## src/motor_i2c_pkg.sv

```systemverilog
// Constants, types and map for the I2C register and store access block.
// Assumes a single 10 MHz reference clock and an I2C host that drives the clock line.
// Notes on behaviour
// - Answer only target address 0x55; ignore every other target.
// - After reset, copy stored defaults into the operating registers.
// - I2C register writes replace loaded values and act on the motor at once.
// - I2C also programs the nonvolatile store, not only the volatile registers.
// - Read is two transactions: address pointer write, then a two-byte read.
// - Write is one transaction: pointer, then two data bytes, high byte first.
// - Each operating register word mirrors exactly one stored word, bit for bit.
// - Register address equals stored word address plus 64, same bit positions.
// - Rated speed sits in bits 10..0 of word 8 and register 72.
// - By default the advance angle comes from inductance, current and speed.
// - With the bypass bit set, the inductance field is the angle in degrees.
// - The tach output shares the data line and becomes data-only after a command.
// - After power-up or standby exit the data line stays released 9.8 ms.
package motor_i2c_pkg;

   // Target address and address map.
   localparam logic [6:0] TARGET_ADDR = 7'h55;
   localparam logic [7:0] REG_OFFSET = 8'h40;
   localparam logic [7:0] EE_LAST_WORD = 8'h16;
   localparam logic [7:0] EE_FIRST_MIRROR = 8'h08;
   localparam logic [7:0] USER_WORD_LO = 8'h06;
   localparam logic [7:0] USER_WORD_HI = 8'h07;
   localparam int EE_WORDS = 23;
   localparam int NUM_REGS = 5;

   // Operating register offsets.
   localparam logic [7:0] SPEED_CONFIG_WORD = 8'h48;
   localparam logic [7:0] RAMP_AND_RESISTANCE_WORD = 8'h49;
   localparam logic [7:0] CURRENT_AND_INPUT_WORD = 8'h4A;
   localparam logic [7:0] STARTUP_OPTIONS_WORD = 8'h4B;
   localparam logic [7:0] LOOP_GAIN_INDUCTANCE_WORD = 8'h4C;

   // Field positions.
   localparam int RATED_SPEED_MSB = 10;
   localparam int RATED_SPEED_LSB = 0;
   localparam int PHASE_ANGLE_BYPASS_BIT = 5;
   localparam int INDUCTANCE_MSB = 12;
   localparam int INDUCTANCE_LSB = 8;
   localparam int ANGLE_SHIFT = 16;
   localparam int STARTUP_SLOT = 3;
   localparam int GAIN_SLOT = 4;

   // Reset value of the operating registers before the copy from the store.
   localparam logic [15:0] REG_RESET = 16'h0000;
   // Factory image of the store; all zero here, replaced when the part is programmed.
   localparam logic [EE_WORDS-1:0][15:0] EE_IMAGE = '0;

   // Timing: released data line after power-up or standby exit.
   localparam real CLK_HZ = 10.0e6;
   localparam real FG_HOLD_MS = 9.8;
   localparam int FG_HOLD_CYCLES = int'($ceil(FG_HOLD_MS * 1.0e-3 * CLK_HZ));

   // Serial engine states.
   typedef enum logic [5:0] {
      ST_IDLE = 6'b000001,
      ST_RX = 6'b000010,
      ST_ACK = 6'b000100,
      ST_TX = 6'b001000,
      ST_TXACK = 6'b010000,
      ST_IGNORE = 6'b100000
   } i2c_state_t;

   // Byte position within a transaction.
   localparam logic [2:0] PH_ADDR = 3'h0;
   localparam logic [2:0] PH_POINTER = 3'h1;
   localparam logic [2:0] PH_DATA_HI = 3'h2;
   localparam logic [2:0] PH_DATA_LO = 3'h3;
   localparam logic [2:0] PH_DONE = 3'h4;

   // Whole state of the top module.
   typedef struct packed {
      i2c_state_t state;
      logic [2:0] phase;
      logic [3:0] bit_cnt;
      logic [7:0] shift;
      logic rw;
      logic [7:0] pointer;
      logic [7:0] data_hi;
      logic [15:0] tx_word;
      logic sda_drv;
      logic tach_drv;
      logic dedicated;
      logic [16:0] hold_cnt;
      logic loading;
      logic [2:0] load_idx;
      logic scl_q;
      logic sda_q;
      logic [NUM_REGS-1:0][15:0] regs;
   } top_state_t;

   typedef struct packed {
      logic [7:0] angle;
   } angle_state_t;

endpackage

```

## src/motor_ee_if.sv

```systemverilog
// Port bundle between the access engine and the nonvolatile word store.
// Assumes one clock; reads are combinational, writes take effect at the next edge.
`timescale 1ns/1ps
`default_nettype none

interface motor_ee_if;
   logic [4:0] addr;
   logic wr_en;
   logic [15:0] wr_data;
   logic [15:0] rd_data;

   // The engine addresses and writes; the store answers.
   modport engine (output addr, output wr_en, output wr_data, input rd_data);
   modport store (input addr, input wr_en, input wr_data, output rd_data);
endinterface

`default_nettype wire

```

## src/motor_i2c_access.sv

```systemverilog
// Top of the I2C target that reaches the operating registers and the nonvolatile store.
// Assumes both lines arrive synchronous to i_ref_clk and slow enough that every edge is seen.
`timescale 1ns/1ps
`default_nettype none

module motor_i2c_access #(
   parameter int HOLD_CYCLES = motor_i2c_pkg::FG_HOLD_CYCLES
) (
   // Clock and reset
   input wire logic i_ref_clk,
   input wire logic i_rst_n,
   // Serial lines
   input wire logic i_scl,
   input wire logic i_sda,
   output logic o_sda_out,
   output logic o_sda_oe,
   // Motor core side
   input wire logic i_tach_output_pin,
   input wire logic i_standby_exit,
   input wire logic [7:0] i_phase_current,
   input wire logic [10:0] i_motor_speed,
   // Operating settings
   output logic [15:0] o_speed_config_word,
   output logic [15:0] o_ramp_and_resistance_word,
   output logic [15:0] o_current_and_input_word,
   output logic [15:0] o_startup_options_word,
   output logic [15:0] o_loop_gain_inductance_word,
   output logic [10:0] o_rated_speed,
   output logic [7:0] o_phase_angle,
   output logic o_load_done
);

   motor_i2c_pkg::top_state_t r_reg, r_next;
   motor_ee_if ee ();
   logic start_seen;
   logic stop_seen;
   logic scl_rise;
   logic scl_fall;
   logic [15:0] read_word;
   logic [3:0] slot;

   // Maps a bus pointer to a register slot; bit 3 flags a hit.
   function automatic logic [3:0] reg_slot(input logic [7:0] ptr);
      logic [7:0] idx;
      idx = ptr - motor_i2c_pkg::SPEED_CONFIG_WORD;
      if (ptr >= motor_i2c_pkg::SPEED_CONFIG_WORD && idx < 8'(motor_i2c_pkg::NUM_REGS)) begin
         reg_slot = {1'b1, idx[2:0]};
      end else begin
         reg_slot = 4'h0;
      end
   endfunction

   // Line events; the inputs are synchronous, so one stage of history suffices.
   assign scl_rise = i_scl && !r_reg.scl_q;
   assign scl_fall = !i_scl && r_reg.scl_q;
   assign start_seen = i_scl && r_reg.scl_q && r_reg.sda_q && !i_sda;
   assign stop_seen = i_scl && r_reg.scl_q && !r_reg.sda_q && i_sda;
   // Register slot hit by the current pointer.
   assign slot = reg_slot(r_reg.pointer);

   // Store port: the power-on copy owns it first, then the bus pointer does.
   always_comb begin
      ee.addr = r_reg.loading ? 5'(motor_i2c_pkg::EE_FIRST_MIRROR + 8'(r_reg.load_idx))
                              : r_reg.pointer[4:0];
      ee.wr_en = 1'b0;
      ee.wr_data = {r_reg.data_hi, r_reg.shift};
      if (!r_reg.loading && r_reg.state == motor_i2c_pkg::ST_RX && scl_fall && r_reg.bit_cnt == 4'h8
          && r_reg.phase == motor_i2c_pkg::PH_DATA_LO && r_reg.pointer <= motor_i2c_pkg::EE_LAST_WORD) begin
         ee.wr_en = 1'b1;
      end
   end

   // Read source: a register slot, a stored word (user words 6 and 7 included), else zero.
   always_comb begin
      if (slot[3]) begin
         read_word = r_reg.regs[slot[2:0]];
      end else if (r_reg.pointer <= motor_i2c_pkg::EE_LAST_WORD) begin
         read_word = ee.rd_data;
      end else begin
         read_word = 16'h0000;
      end
   end

   // Next state of the whole block.
   always_comb begin
      r_next = r_reg;
      r_next.scl_q = i_scl;
      r_next.sda_q = i_sda;

      // Power-on copy of the mirrored words, one per cycle.
      if (r_reg.loading) begin
         r_next.regs[r_reg.load_idx] = ee.rd_data;
         if (r_reg.load_idx == 3'(motor_i2c_pkg::NUM_REGS - 1)) begin
            r_next.loading = 1'b0;
         end else begin
            r_next.load_idx = r_reg.load_idx + 3'h1;
         end
      end

      // Released window after power-up or standby exit.
      if (i_standby_exit) begin
         r_next.hold_cnt = '0;
      end else if (r_reg.hold_cnt < 17'(HOLD_CYCLES)) begin
         r_next.hold_cnt = r_reg.hold_cnt + 17'h1;
      end

      // Tach shares the data line until the first command addressed to us.
      r_next.tach_drv = !r_reg.dedicated && !i_standby_exit && (r_reg.hold_cnt >= 17'(HOLD_CYCLES))
                        && !i_tach_output_pin;

      if (r_reg.loading) begin
         r_next.state = motor_i2c_pkg::ST_IDLE;
      end else if (start_seen) begin
         // A repeated start also lands here and begins a new address byte.
         r_next.state = motor_i2c_pkg::ST_RX;
         r_next.phase = motor_i2c_pkg::PH_ADDR;
         r_next.bit_cnt = 4'h0;
         r_next.sda_drv = 1'b0;
      end else if (stop_seen) begin
         r_next.state = motor_i2c_pkg::ST_IDLE;
         r_next.sda_drv = 1'b0;
      end else begin
         case (r_reg.state)
            motor_i2c_pkg::ST_IDLE: begin
               r_next.sda_drv = 1'b0;
            end
            motor_i2c_pkg::ST_RX: begin
               if (scl_rise) begin
                  r_next.shift = {r_reg.shift[6:0], i_sda};
                  r_next.bit_cnt = r_reg.bit_cnt + 4'h1;
               end else if (scl_fall && r_reg.bit_cnt == 4'h8) begin
                  r_next.bit_cnt = 4'h0;
                  case (r_reg.phase)
                     motor_i2c_pkg::PH_ADDR: begin
                        if (r_reg.shift[7:1] == motor_i2c_pkg::TARGET_ADDR) begin
                           r_next.state = motor_i2c_pkg::ST_ACK;
                           r_next.sda_drv = 1'b1;
                           r_next.rw = r_reg.shift[0];
                           r_next.dedicated = 1'b1;
                           r_next.tach_drv = 1'b0;
                           r_next.tx_word = read_word;
                        end else begin
                           r_next.state = motor_i2c_pkg::ST_IGNORE;
                        end
                     end
                     motor_i2c_pkg::PH_POINTER: begin
                        r_next.pointer = r_reg.shift;
                        r_next.state = motor_i2c_pkg::ST_ACK;
                        r_next.sda_drv = 1'b1;
                     end
                     motor_i2c_pkg::PH_DATA_HI: begin
                        r_next.data_hi = r_reg.shift;
                        r_next.state = motor_i2c_pkg::ST_ACK;
                        r_next.sda_drv = 1'b1;
                     end
                     motor_i2c_pkg::PH_DATA_LO: begin
                        // Writes land in the live register at once and steer the motor.
                        if (slot[3]) begin
                           r_next.regs[slot[2:0]] = {r_reg.data_hi, r_reg.shift};
                        end
                        r_next.state = motor_i2c_pkg::ST_ACK;
                        r_next.sda_drv = 1'b1;
                     end
                     default: begin
                        // Extra bytes are refused with a missing acknowledge.
                        r_next.state = motor_i2c_pkg::ST_IGNORE;
                     end
                  endcase
               end
            end
            motor_i2c_pkg::ST_ACK: begin
               if (scl_fall) begin
                  if (r_reg.phase == motor_i2c_pkg::PH_ADDR && r_reg.rw) begin
                     r_next.state = motor_i2c_pkg::ST_TX;
                     r_next.sda_drv = !r_reg.tx_word[15];
                  end else begin
                     r_next.state = motor_i2c_pkg::ST_RX;
                     r_next.sda_drv = 1'b0;
                     r_next.phase = r_reg.phase + 3'h1;
                  end
               end
            end
            motor_i2c_pkg::ST_TX: begin
               if (scl_rise) begin
                  r_next.bit_cnt = r_reg.bit_cnt + 4'h1;
               end else if (scl_fall) begin
                  r_next.tx_word = {r_reg.tx_word[14:0], 1'b0};
                  if (r_reg.bit_cnt == 4'h8) begin
                     r_next.state = motor_i2c_pkg::ST_TXACK;
                     r_next.sda_drv = 1'b0;
                     r_next.bit_cnt = 4'h0;
                  end else begin
                     r_next.sda_drv = !r_reg.tx_word[14];
                  end
               end
            end
            motor_i2c_pkg::ST_TXACK: begin
               if (scl_rise) begin
                  r_next.rw = !i_sda;
               end else if (scl_fall) begin
                  if (r_reg.rw) begin
                     r_next.state = motor_i2c_pkg::ST_TX;
                     r_next.sda_drv = !r_reg.tx_word[15];
                  end else begin
                     r_next.state = motor_i2c_pkg::ST_IGNORE;
                  end
               end
            end
            motor_i2c_pkg::ST_IGNORE: begin
               r_next.sda_drv = 1'b0;
            end
            default: begin
               r_next.state = motor_i2c_pkg::ST_IDLE;
               r_next.sda_drv = 1'b0;
            end
         endcase
      end
   end

   // State register; the store copy starts right after reset.
   always_ff @(posedge i_ref_clk or negedge i_rst_n) begin
      if (!i_rst_n) begin
         r_reg <= '0;
         r_reg.state <= motor_i2c_pkg::ST_IDLE;
         r_reg.loading <= 1'b1;
         r_reg.scl_q <= 1'b1;
         r_reg.sda_q <= 1'b1;
         r_reg.regs <= {motor_i2c_pkg::NUM_REGS{motor_i2c_pkg::REG_RESET}};
      end else begin
         r_reg <= r_next;
      end
   end

   motor_ee_store u_store (
      .i_ref_clk(i_ref_clk),
      .ee(ee.store)
   );

   motor_phase_angle u_angle (
      .i_ref_clk(i_ref_clk),
      .i_rst_n(i_rst_n),
      .i_bypass(r_reg.regs[motor_i2c_pkg::STARTUP_SLOT][motor_i2c_pkg::PHASE_ANGLE_BYPASS_BIT]),
      .i_inductance(r_reg.regs[motor_i2c_pkg::GAIN_SLOT][motor_i2c_pkg::INDUCTANCE_MSB:motor_i2c_pkg::INDUCTANCE_LSB]),
      .i_phase_current(i_phase_current),
      .i_motor_speed(i_motor_speed),
      .o_angle(o_phase_angle)
   );

   // Open-drain data line: the level is low, only the enable moves.
   assign o_sda_out = 1'b0;
   assign o_sda_oe = r_reg.sda_drv || r_reg.tach_drv;
   assign o_speed_config_word = r_reg.regs[0];
   assign o_ramp_and_resistance_word = r_reg.regs[1];
   assign o_current_and_input_word = r_reg.regs[2];
   assign o_startup_options_word = r_reg.regs[3];
   assign o_loop_gain_inductance_word = r_reg.regs[4];
   assign o_rated_speed = r_reg.regs[0][motor_i2c_pkg::RATED_SPEED_MSB:motor_i2c_pkg::RATED_SPEED_LSB];
   assign o_load_done = !r_reg.loading;

endmodule

`default_nettype wire

```

## src/motor_ee_store.sv

```systemverilog
// Nonvolatile word store holding the factory and user image.
// Assumes the contents survive reset; the array has no reset and starts from the image.
`timescale 1ns/1ps
`default_nettype none

module motor_ee_store (
   // Clock
   input wire logic i_ref_clk,
   // Engine side
   motor_ee_if.store ee
);

   logic [motor_i2c_pkg::EE_WORDS-1:0][15:0] mem = motor_i2c_pkg::EE_IMAGE;

   // Programming writes a whole word; reset leaves the contents alone.
   always_ff @(posedge i_ref_clk) begin
      if (ee.wr_en && (ee.addr < 5'(motor_i2c_pkg::EE_WORDS))) begin
         mem[ee.addr] <= ee.wr_data;
      end
   end

   // Out-of-range words read as zero.
   assign ee.rd_data = (ee.addr < 5'(motor_i2c_pkg::EE_WORDS)) ? mem[ee.addr] : 16'h0000;

endmodule

`default_nettype wire

```

## src/motor_phase_angle.sv

```systemverilog
// Phase advance angle selection: computed from inductance, current and speed, or set directly.
// Assumes current and speed arrive as unsigned samples synchronous to the clock.
`timescale 1ns/1ps
`default_nettype none

module motor_phase_angle (
   // Clock and reset
   input wire logic i_ref_clk,
   input wire logic i_rst_n,
   // Settings
   input wire logic i_bypass,
   input wire logic [4:0] i_inductance,
   // Measurements
   input wire logic [7:0] i_phase_current,
   input wire logic [10:0] i_motor_speed,
   // Result in degrees
   output logic [7:0] o_angle
);

   motor_i2c_pkg::angle_state_t r_reg, r_next;
   logic [31:0] product;

   // The angle saturates at 0xFF so that a large speed never wraps to a small angle.
   always_comb begin
      r_next = r_reg;
      product = 32'(i_inductance) * 32'(i_phase_current) * 32'(i_motor_speed);
      if (i_bypass) begin
         r_next.angle = 8'(i_inductance);
      end else if (product[31:motor_i2c_pkg::ANGLE_SHIFT+8] != '0) begin
         r_next.angle = 8'hFF;
      end else begin
         r_next.angle = product[motor_i2c_pkg::ANGLE_SHIFT+7:motor_i2c_pkg::ANGLE_SHIFT];
      end
   end

   always_ff @(posedge i_ref_clk or negedge i_rst_n) begin
      if (!i_rst_n) begin
         r_reg <= '0;
      end else begin
         r_reg <= r_next;
      end
   end

   assign o_angle = r_reg.angle;

endmodule

`default_nettype wire

```

## config.mk

```make
export PLATFORM = sky130hd
export DESIGN_NAME = motor_i2c_access
export DESIGN_NICKNAME = d
export VERILOG_FILES = /design/src/motor_i2c_pkg.sv /design/src/motor_ee_if.sv /design/src/motor_i2c_access.sv /design/src/motor_ee_store.sv /design/src/motor_phase_angle.sv
export SDC_FILE = /design/constraint.sdc
export NUM_CORES = 1
export LEC_CHECK = 0
export BUFFER_PORTS_ARGS = -buffer_cell sky130_fd_sc_hd__buf_4
export CORE_ASPECT_RATIO = 1.75
export CORE_MARGIN = 4
export CORE_UTILIZATION = 45
export CTS_BUF_LIST = sky130_fd_sc_hd__clkbuf_4 sky130_fd_sc_hd__clkbuf_8 sky130_fd_sc_hd__clkbuf_16
export CTS_CLUSTER_SIZE = 10
export DETAILED_ROUTE_END_ITERATION = 8
export HOLD_SLACK_MARGIN = 0.03
export SYNTH_ARGS = -nofsm -noshare
export SYNTH_HDL_FRONTEND = slang
export SYNTH_SLANG_ARGS = --single-unit
```

## constraint.sdc

```tcl
create_clock -name i_ref_clk -period 9.25 [get_ports i_ref_clk]
set_input_delay 2.775 -clock i_ref_clk [delete_from_list [all_inputs] [get_ports i_ref_clk]]
set_output_delay 2.775 -clock i_ref_clk [all_outputs]
set_load 0.005 [all_outputs]
```

; ---- After elaboration in Yosys (flattened, before gate mapping)
; Cells that the tools add are included.
[totals]
reg_bits = 536
elab_cells = 265
input_bits = 25
mem_count = 0
latchBits = 0
mem_bits_ro = 0
ram_bits = 0
out_inout_bits = 102
[classes]
bitwise_logic = 5
reduce_logical = 53
multipliers = 2
n_shift = 0
n_addsub = 6
muxes = 97
n_eq_ne = 45
n_div = 0
order_cmp = 12
[ops]
columns = operator, count
row1 = $mux 80, 9
row2 = $bwmux 368, 1
row3 = $bwmux 80, 2
row4 = $mux 16, 10
row5 = $mux 19, 8
row6 = $demux 16 s3, 2
row7 = $bmux 16 s5, 1
row8 = $demux 16 s5, 1
row9 = $mux 36, 2
row10 = $mux 17, 4
row11 = $mux 6, 11
row12 = $bmux 16 s3, 1
row13 = $mux 48, 1
row14 = $mux 8, 5
row15 = $ne 4x4->1 const B, 9
row16 = $ne 5x5->1 const B, 7
row17 = $mux 4, 8
row18 = $pmux 16 s2, 1
row19 = $pmux 6 s5, 1
row20 = $mul 13x11->24, 1
row21 = $logic_and 1x1->1, 22
row22 = $reduce_and 9->1, 2
row23 = $add 17x1->17 const B, 1
row24 = $ge 17x17->1 const B, 1
row25 = other kinds (57), 109

; ---- Logic depth before layout (Yosys ltp)
[depth]
ltp_word = 22
mapped_depth = 33
depth_no_buf = 31

; ---- Cells and area by module
; From an unflattened synthesis, not the netlist that was laid out.
[hier_totals]
hier_cells = 2408
hier_area_um2 = 29877.4
[by_module_without_submodules]
columns = mod, cells_per_inst, area_per_inst_um2, seq_area_each_um2, instances
row1 = motor_ee_store, 730, 14322.5, 11050.6, 1
row2 = motor_i2c_access, 1010, 9700.6, 4008.8, 1
row3 = motor_phase_angle, 668, 5854.4, 200.2, 1

; ---- Worst setup path after synthesis
; OpenSTA, ideal clock, no wires.
[synth_timing]
kind = input -> register
startpoint = in i_phase_current[0]
endpoint = reg u_angle.r_reg (netlist bit u_angle.o_angle[6])
arrival_ns = 10.522
n_path_buf = 2
setup_time_ns = 0.125
required_ns = 9.125
path_stages = 30
slack_ns = -1.397
path_cell_list = clkbuf_1 -> nand2_1 -> fa_1 -> fa_1 -> fa_1 -> inv_1 -> ha_1 -> a21o_1 -> a21oi_1 -> nor2b_1 -> o311a_1 -> a211oi_1 -> clkbuf_1 -> nand2_1 -> fa_1 -> inv_1 -> fa_1 -> fa_1 -> fa_1 -> inv_1 -> fa_1 -> inv_1 -> ha_1 -> a21o_1 -> a211oi_1 -> o21bai_1 -> a21o_1 -> a21o_1 -> a221oi_1 -> mux2_2
[synth_rtl]
columns = item, line
row1 = "start, declared", motor_i2c_access.sv:20  ; input wire logic [7:0] i_phase_current,
row2 = "end signal, assigned", motor_phase_angle.sv:40  ; r_reg <= r_next;
row3 = "end, declared", motor_phase_angle.sv:20  ; motor_i2c_pkg::angle_state_t r_reg, r_next;

==> results.txt <==
The run finished, with violations left. The final reports fail on negative setup slack. The slew of the pin with the lowest slew margin came out at 1.33 ns. The worst min-delay path startpoint is r_reg[150]. The routed wirelength normalized by instance count is 25.8 um.

The number of buffers on the longest clock path is 3. After detailed routing, the met3 layer carries 5050 um of wire. The library cell used most frequently in the layout, excluding fill and tap cells, is sky130_fd_sc_hd__edfxtp_1.

The endpoint class of the critical path is a flip-flop. The count of nets left with antenna violations once routing finished came out at 0. The critical path data required time came out at 9.77 ns. The number of iterations in the first detailed-routing pass is 6.

The master cell of the clock root buffer is sky130_fd_sc_hd__clkbuf_16. The maximum fanout count along the critical path is 5. The number of cells on the worst reg-to-reg path is 28.

The maximum number of pins on one net before global-route repair came out at 86. The final count of negative-setup-slack endpoints came out at 8. The worst setup margin is -0.509 ns. The post-synthesis to final-layout area growth is 14.6%. The routed layout has 21,295 vias.

The number of antenna violations at the first check in global routing came out at 1. The chip height came out at 349 um. The total of buffers placed on input and output ports came out at 125. Among all flip-flop cells after synthesis, the most frequent one is sky130_fd_sc_hd__edfxtp_1. After the last flow step, the layout net total stands at 2,887. The register with the most flip-flops in the layout has 368 of them. The reg-to-reg setup timing slack came out at 1.11 ns. The number of max-capacitance violations reported came out at 0.

For this design, the slowest cell found on the critical path is sky130_fd_sc_hd__or4_4. The average instance area after synthesis is 11.7 sq um. The number of warnings printed during yosys synthesis came out at 0.

The fraction of layout instances using a drive strength above 1 came out at 21.8%. The headroom to the max-slew limit is 11.4%. The routed wire length is 92,300 um. The worst-skew pair later-pin latency is 0.63 ns. The critical setup path kind is in2reg. The combined area of all synthesized cells came out at 29,900 sq um.

The floorplan die area is 70,700 sq um. The average vias per placed instance came out at 5.96. The count of final hold-check violations came out at 0. The die is 203 um wide. In this run the count of I/O pins placed on the die edge is 127.

Yosys mapped the design onto 92 distinct sky130hd cell types. The CTS clock-pin slew for the worst setup and hold paths came out at 0.06 ns. The routed metal-1 wirelength is 31,400 um. TritonCTS built the clock tree.

The number of nets handed over by synthesis was 2,780. The final critical path time including I/O delays and setup is 9.76 ns. The core region area came out at 65,500 sq um. The detailed-placement wirelength estimate came out at 66,500 um. Setup repair after global routing could not meet its margin everywhere. TritonCTS created 60 clock buffers.

Of all flip-flops after synthesis, the portion carrying an async set or reset was 31.3%. The sequential element share of the synthesized area is 51.1%. The met2 wirelength from detailed routing is 49,500 um. The remaining global-route overflow came out at 0. The number of placement rows came out at 124.

The wire length of the first global-routing pass is 139,000 um. For the final routed database, the setup TNS stands at -1.81 ns. The number of flops mapped to enable cells by yosys came out at 368. Along the worst hold path, the cell count comes to 1.

In the routed design, unresolved DRC markers number 0. Dividing the final minimum period by the clock period gives 106%. The H-tree level count came out at 2. The critical path startpoint category is a primary input. The data arrival at the endpoint of the critical path came out at 10.27 ns. The end of the worst hold path is r_reg[150]. The congestion estimate from routability-driven global placement came to 0.909. Clock skew on the completed layout was measured at 0.0340 ns. The largest stage delay on the critical path is 0.52 ns.

Counting stages on the worst path, the most repeated cell is sky130_fd_sc_hd__fa_1. The flip-flop and latch count after synthesis is 536. For this run, the total global-route usage over all layers was measured as 25.8%. The worst register-to-register path begins at o_loop_gain_inductance_word[10]. The clock sink total is 536. The iteration-0 DRC count of the detailed router came out at 1,817.

The terminus of the critical flop-to-flop path is u_angle.o_angle[6]. For this run, the top clock speed supported by timing is 102 MHz. In this run the worst hold path is classified as reg2reg. In this run the top signal layer used is met4.

Counting every instance in the synthesized netlist gives 2,548. The initial utilization of the core area, before any placement, comes to 45.6%. The library cells used most frequently in the layout, excluding fill and tap cells, are sky130_fd_sc_hd__edfxtp_1, sky130_fd_sc_hd__nand2_1, sky130_fd_sc_hd__buf_4.

The via count of the first global-routing pass came out at 22,261. The number of pins with negative max-slew slack in the final report came out at 0.
[critical path, delay by kind of cell]
kind / cells / cell delay, ns
compound gates: 8 / 1.59
xor+xnor: 1 / 0.16
mux: 1 / 0.37
simple gates: 3 / 0.74
fa+ha+maj: 10 / 4.30
buf+inv: 6 / 0.36
[synthesized netlist by cell type (5+ instances only)]
library cell | count | area, sq um
sky130_fd_sc_hd__a311oi_1 | 12 | 105
sky130_fd_sc_hd__nor2b_1 | 28 | 175
sky130_fd_sc_hd__xnor2_1 | 18 | 158
sky130_fd_sc_hd__mux4_2 | 48 | 1080
sky130_fd_sc_hd__o21a_1 | 5 | 37.5
sky130_fd_sc_hd__nor2_1 | 107 | 402
sky130_fd_sc_hd__fa_1 | 115 | 2300
sky130_fd_sc_hd__o21bai_1 | 5 | 37.5
sky130_fd_sc_hd__a21boi_0 | 8 | 60.1
sky130_fd_sc_hd__nand4_1 | 12 | 75.1
sky130_fd_sc_hd__nand3_1 | 55 | 275
sky130_fd_sc_hd__o21ai_1 | 16 | 80.1
sky130_fd_sc_hd__mux2i_1 | 74 | 741
sky130_fd_sc_hd__nor4_1 | 7 | 43.8
sky130_fd_sc_hd__o21ai_0 | 54 | 270
sky130_fd_sc_hd__buf_2 | 40 | 200
sky130_fd_sc_hd__clkbuf_1 | 85 | 319
sky130_fd_sc_hd__inv_1 | 163 | 612
sky130_fd_sc_hd__buf_1 | 10 | 37.5
sky130_fd_sc_hd__a221oi_1 | 11 | 96.3
sky130_fd_sc_hd__xor2_1 | 11 | 96.3
sky130_fd_sc_hd__a21oi_1 | 168 | 841
sky130_fd_sc_hd__a22oi_1 | 10 | 75.1
sky130_fd_sc_hd__mux2_2 | 42 | 473
sky130_fd_sc_hd__ha_1 | 92 | 1150
sky130_fd_sc_hd__a21o_1 | 15 | 113
sky130_fd_sc_hd__and3_1 | 38 | 238
sky130_fd_sc_hd__o211ai_1 | 6 | 45.0
sky130_fd_sc_hd__o221a_2 | 5 | 56.3
sky130_fd_sc_hd__and4b_1 | 5 | 50.1
sky130_fd_sc_hd__or3_1 | 7 | 43.8
sky130_fd_sc_hd__dfrtp_1 | 164 | 4100
sky130_fd_sc_hd__edfxtp_1 | 368 | 11100
sky130_fd_sc_hd__nand2b_1 | 8 | 50.1
sky130_fd_sc_hd__a2111oi_0 | 5 | 43.8
sky130_fd_sc_hd__nor3_1 | 21 | 105
sky130_fd_sc_hd__o22ai_1 | 64 | 400
sky130_fd_sc_hd__o31ai_1 | 14 | 105
sky130_fd_sc_hd__a211oi_1 | 8 | 60.1
sky130_fd_sc_hd__a31oi_1 | 14 | 87.6
sky130_fd_sc_hd__nand3b_1 | 6 | 45.0
sky130_fd_sc_hd__and2_1 | 107 | 669
sky130_fd_sc_hd__nand2_1 | 304 | 1140
sky130_fd_sc_hd__o2111ai_1 | 5 | 43.8
sky130_fd_sc_hd__buf_4 | 98 | 736
[cells by family (layout without fill, tap and decap cells)]
logic type	after synthesis	after routing	synth area share, %
fa+ha+maj	207	207	11.6
xor+xnor	29	29	0.851
buf+inv	400	541	6.50
other cells	1	2	0.0126
simple gates	734	734	12.0
mux	167	167	7.85
compound gates	474	474	10.1
flops	536	536	51.1
[through the flow]
| stage | instances | util, % | setup slack [ns] | area [sq um] | hold slack (ns) |
|---|---|---|---|---|---|
| floorplan | 2548 | - | -0.762 | 30100 | 0.432 |
| global placement | 3458 | 48.7 | -1.22 | 31900 | 0.458 |
| detailed placement | 3458 | 48.7 | -1.26 | 31900 | 0.477 |
| CTS | 3569 | 52.1 | -0.490 | 34100 | 0.489 |
| global route | 3571 | 52.3 | -0.703 | 34200 | 0.513 |
| finish | 3572 | 52.3 | -0.509 | 34200 | 0.487 |
[per-layer routing]
layer  up-vias  global-route usage (%)
li1       9244                       -
met1     10872                    27.7
met2       878                    47.8
met3       301                    3.74
met4         0                    15.1
met5         -                       0
[worst max path at each step]
stage | start | endpoint | slack (ns)
3_3_place_gp | i_phase_current[3] | u_angle.o_angle[6] | -1.22
6_report | i_phase_current[2] | u_angle.o_angle[6] | -0.51
4_1_cts | i_phase_current[2] | u_angle.o_angle[6] | -0.49
3_5_place_dp | i_phase_current[5] | u_angle.o_angle[6] | -1.26
2_1_floorplan | i_phase_current[2] | u_angle.o_angle[6] | -0.76
5_1_grt | i_phase_current[2] | u_angle.o_angle[6] | -0.70
[what timing repair did]
action / in CTS / in global routing
endpoints found under the setup margin: 8 / 8
resized for setup: 63 / 14
hold buffers: 0 / 0
setup buffers: 17 / 2
pin swaps: 35 / 17
[layout make-up]
type | instances | area (sq um)
fillers | 5697 | 31300
diodes | 1 | 2.50
inverters | 164 | 618
clock inverters | 4 | 76.3
multi-input cells | 1612 | 13200
flip-flops and latches | 536 | 15300
well taps | 882 | 1100
repair buffers | 281 | 2160
clock buffers | 92 | 1770
Power is left out: the tool's default activity adds up to more than one toggle a clock period on the data nets, which glitch-free logic cannot reach.
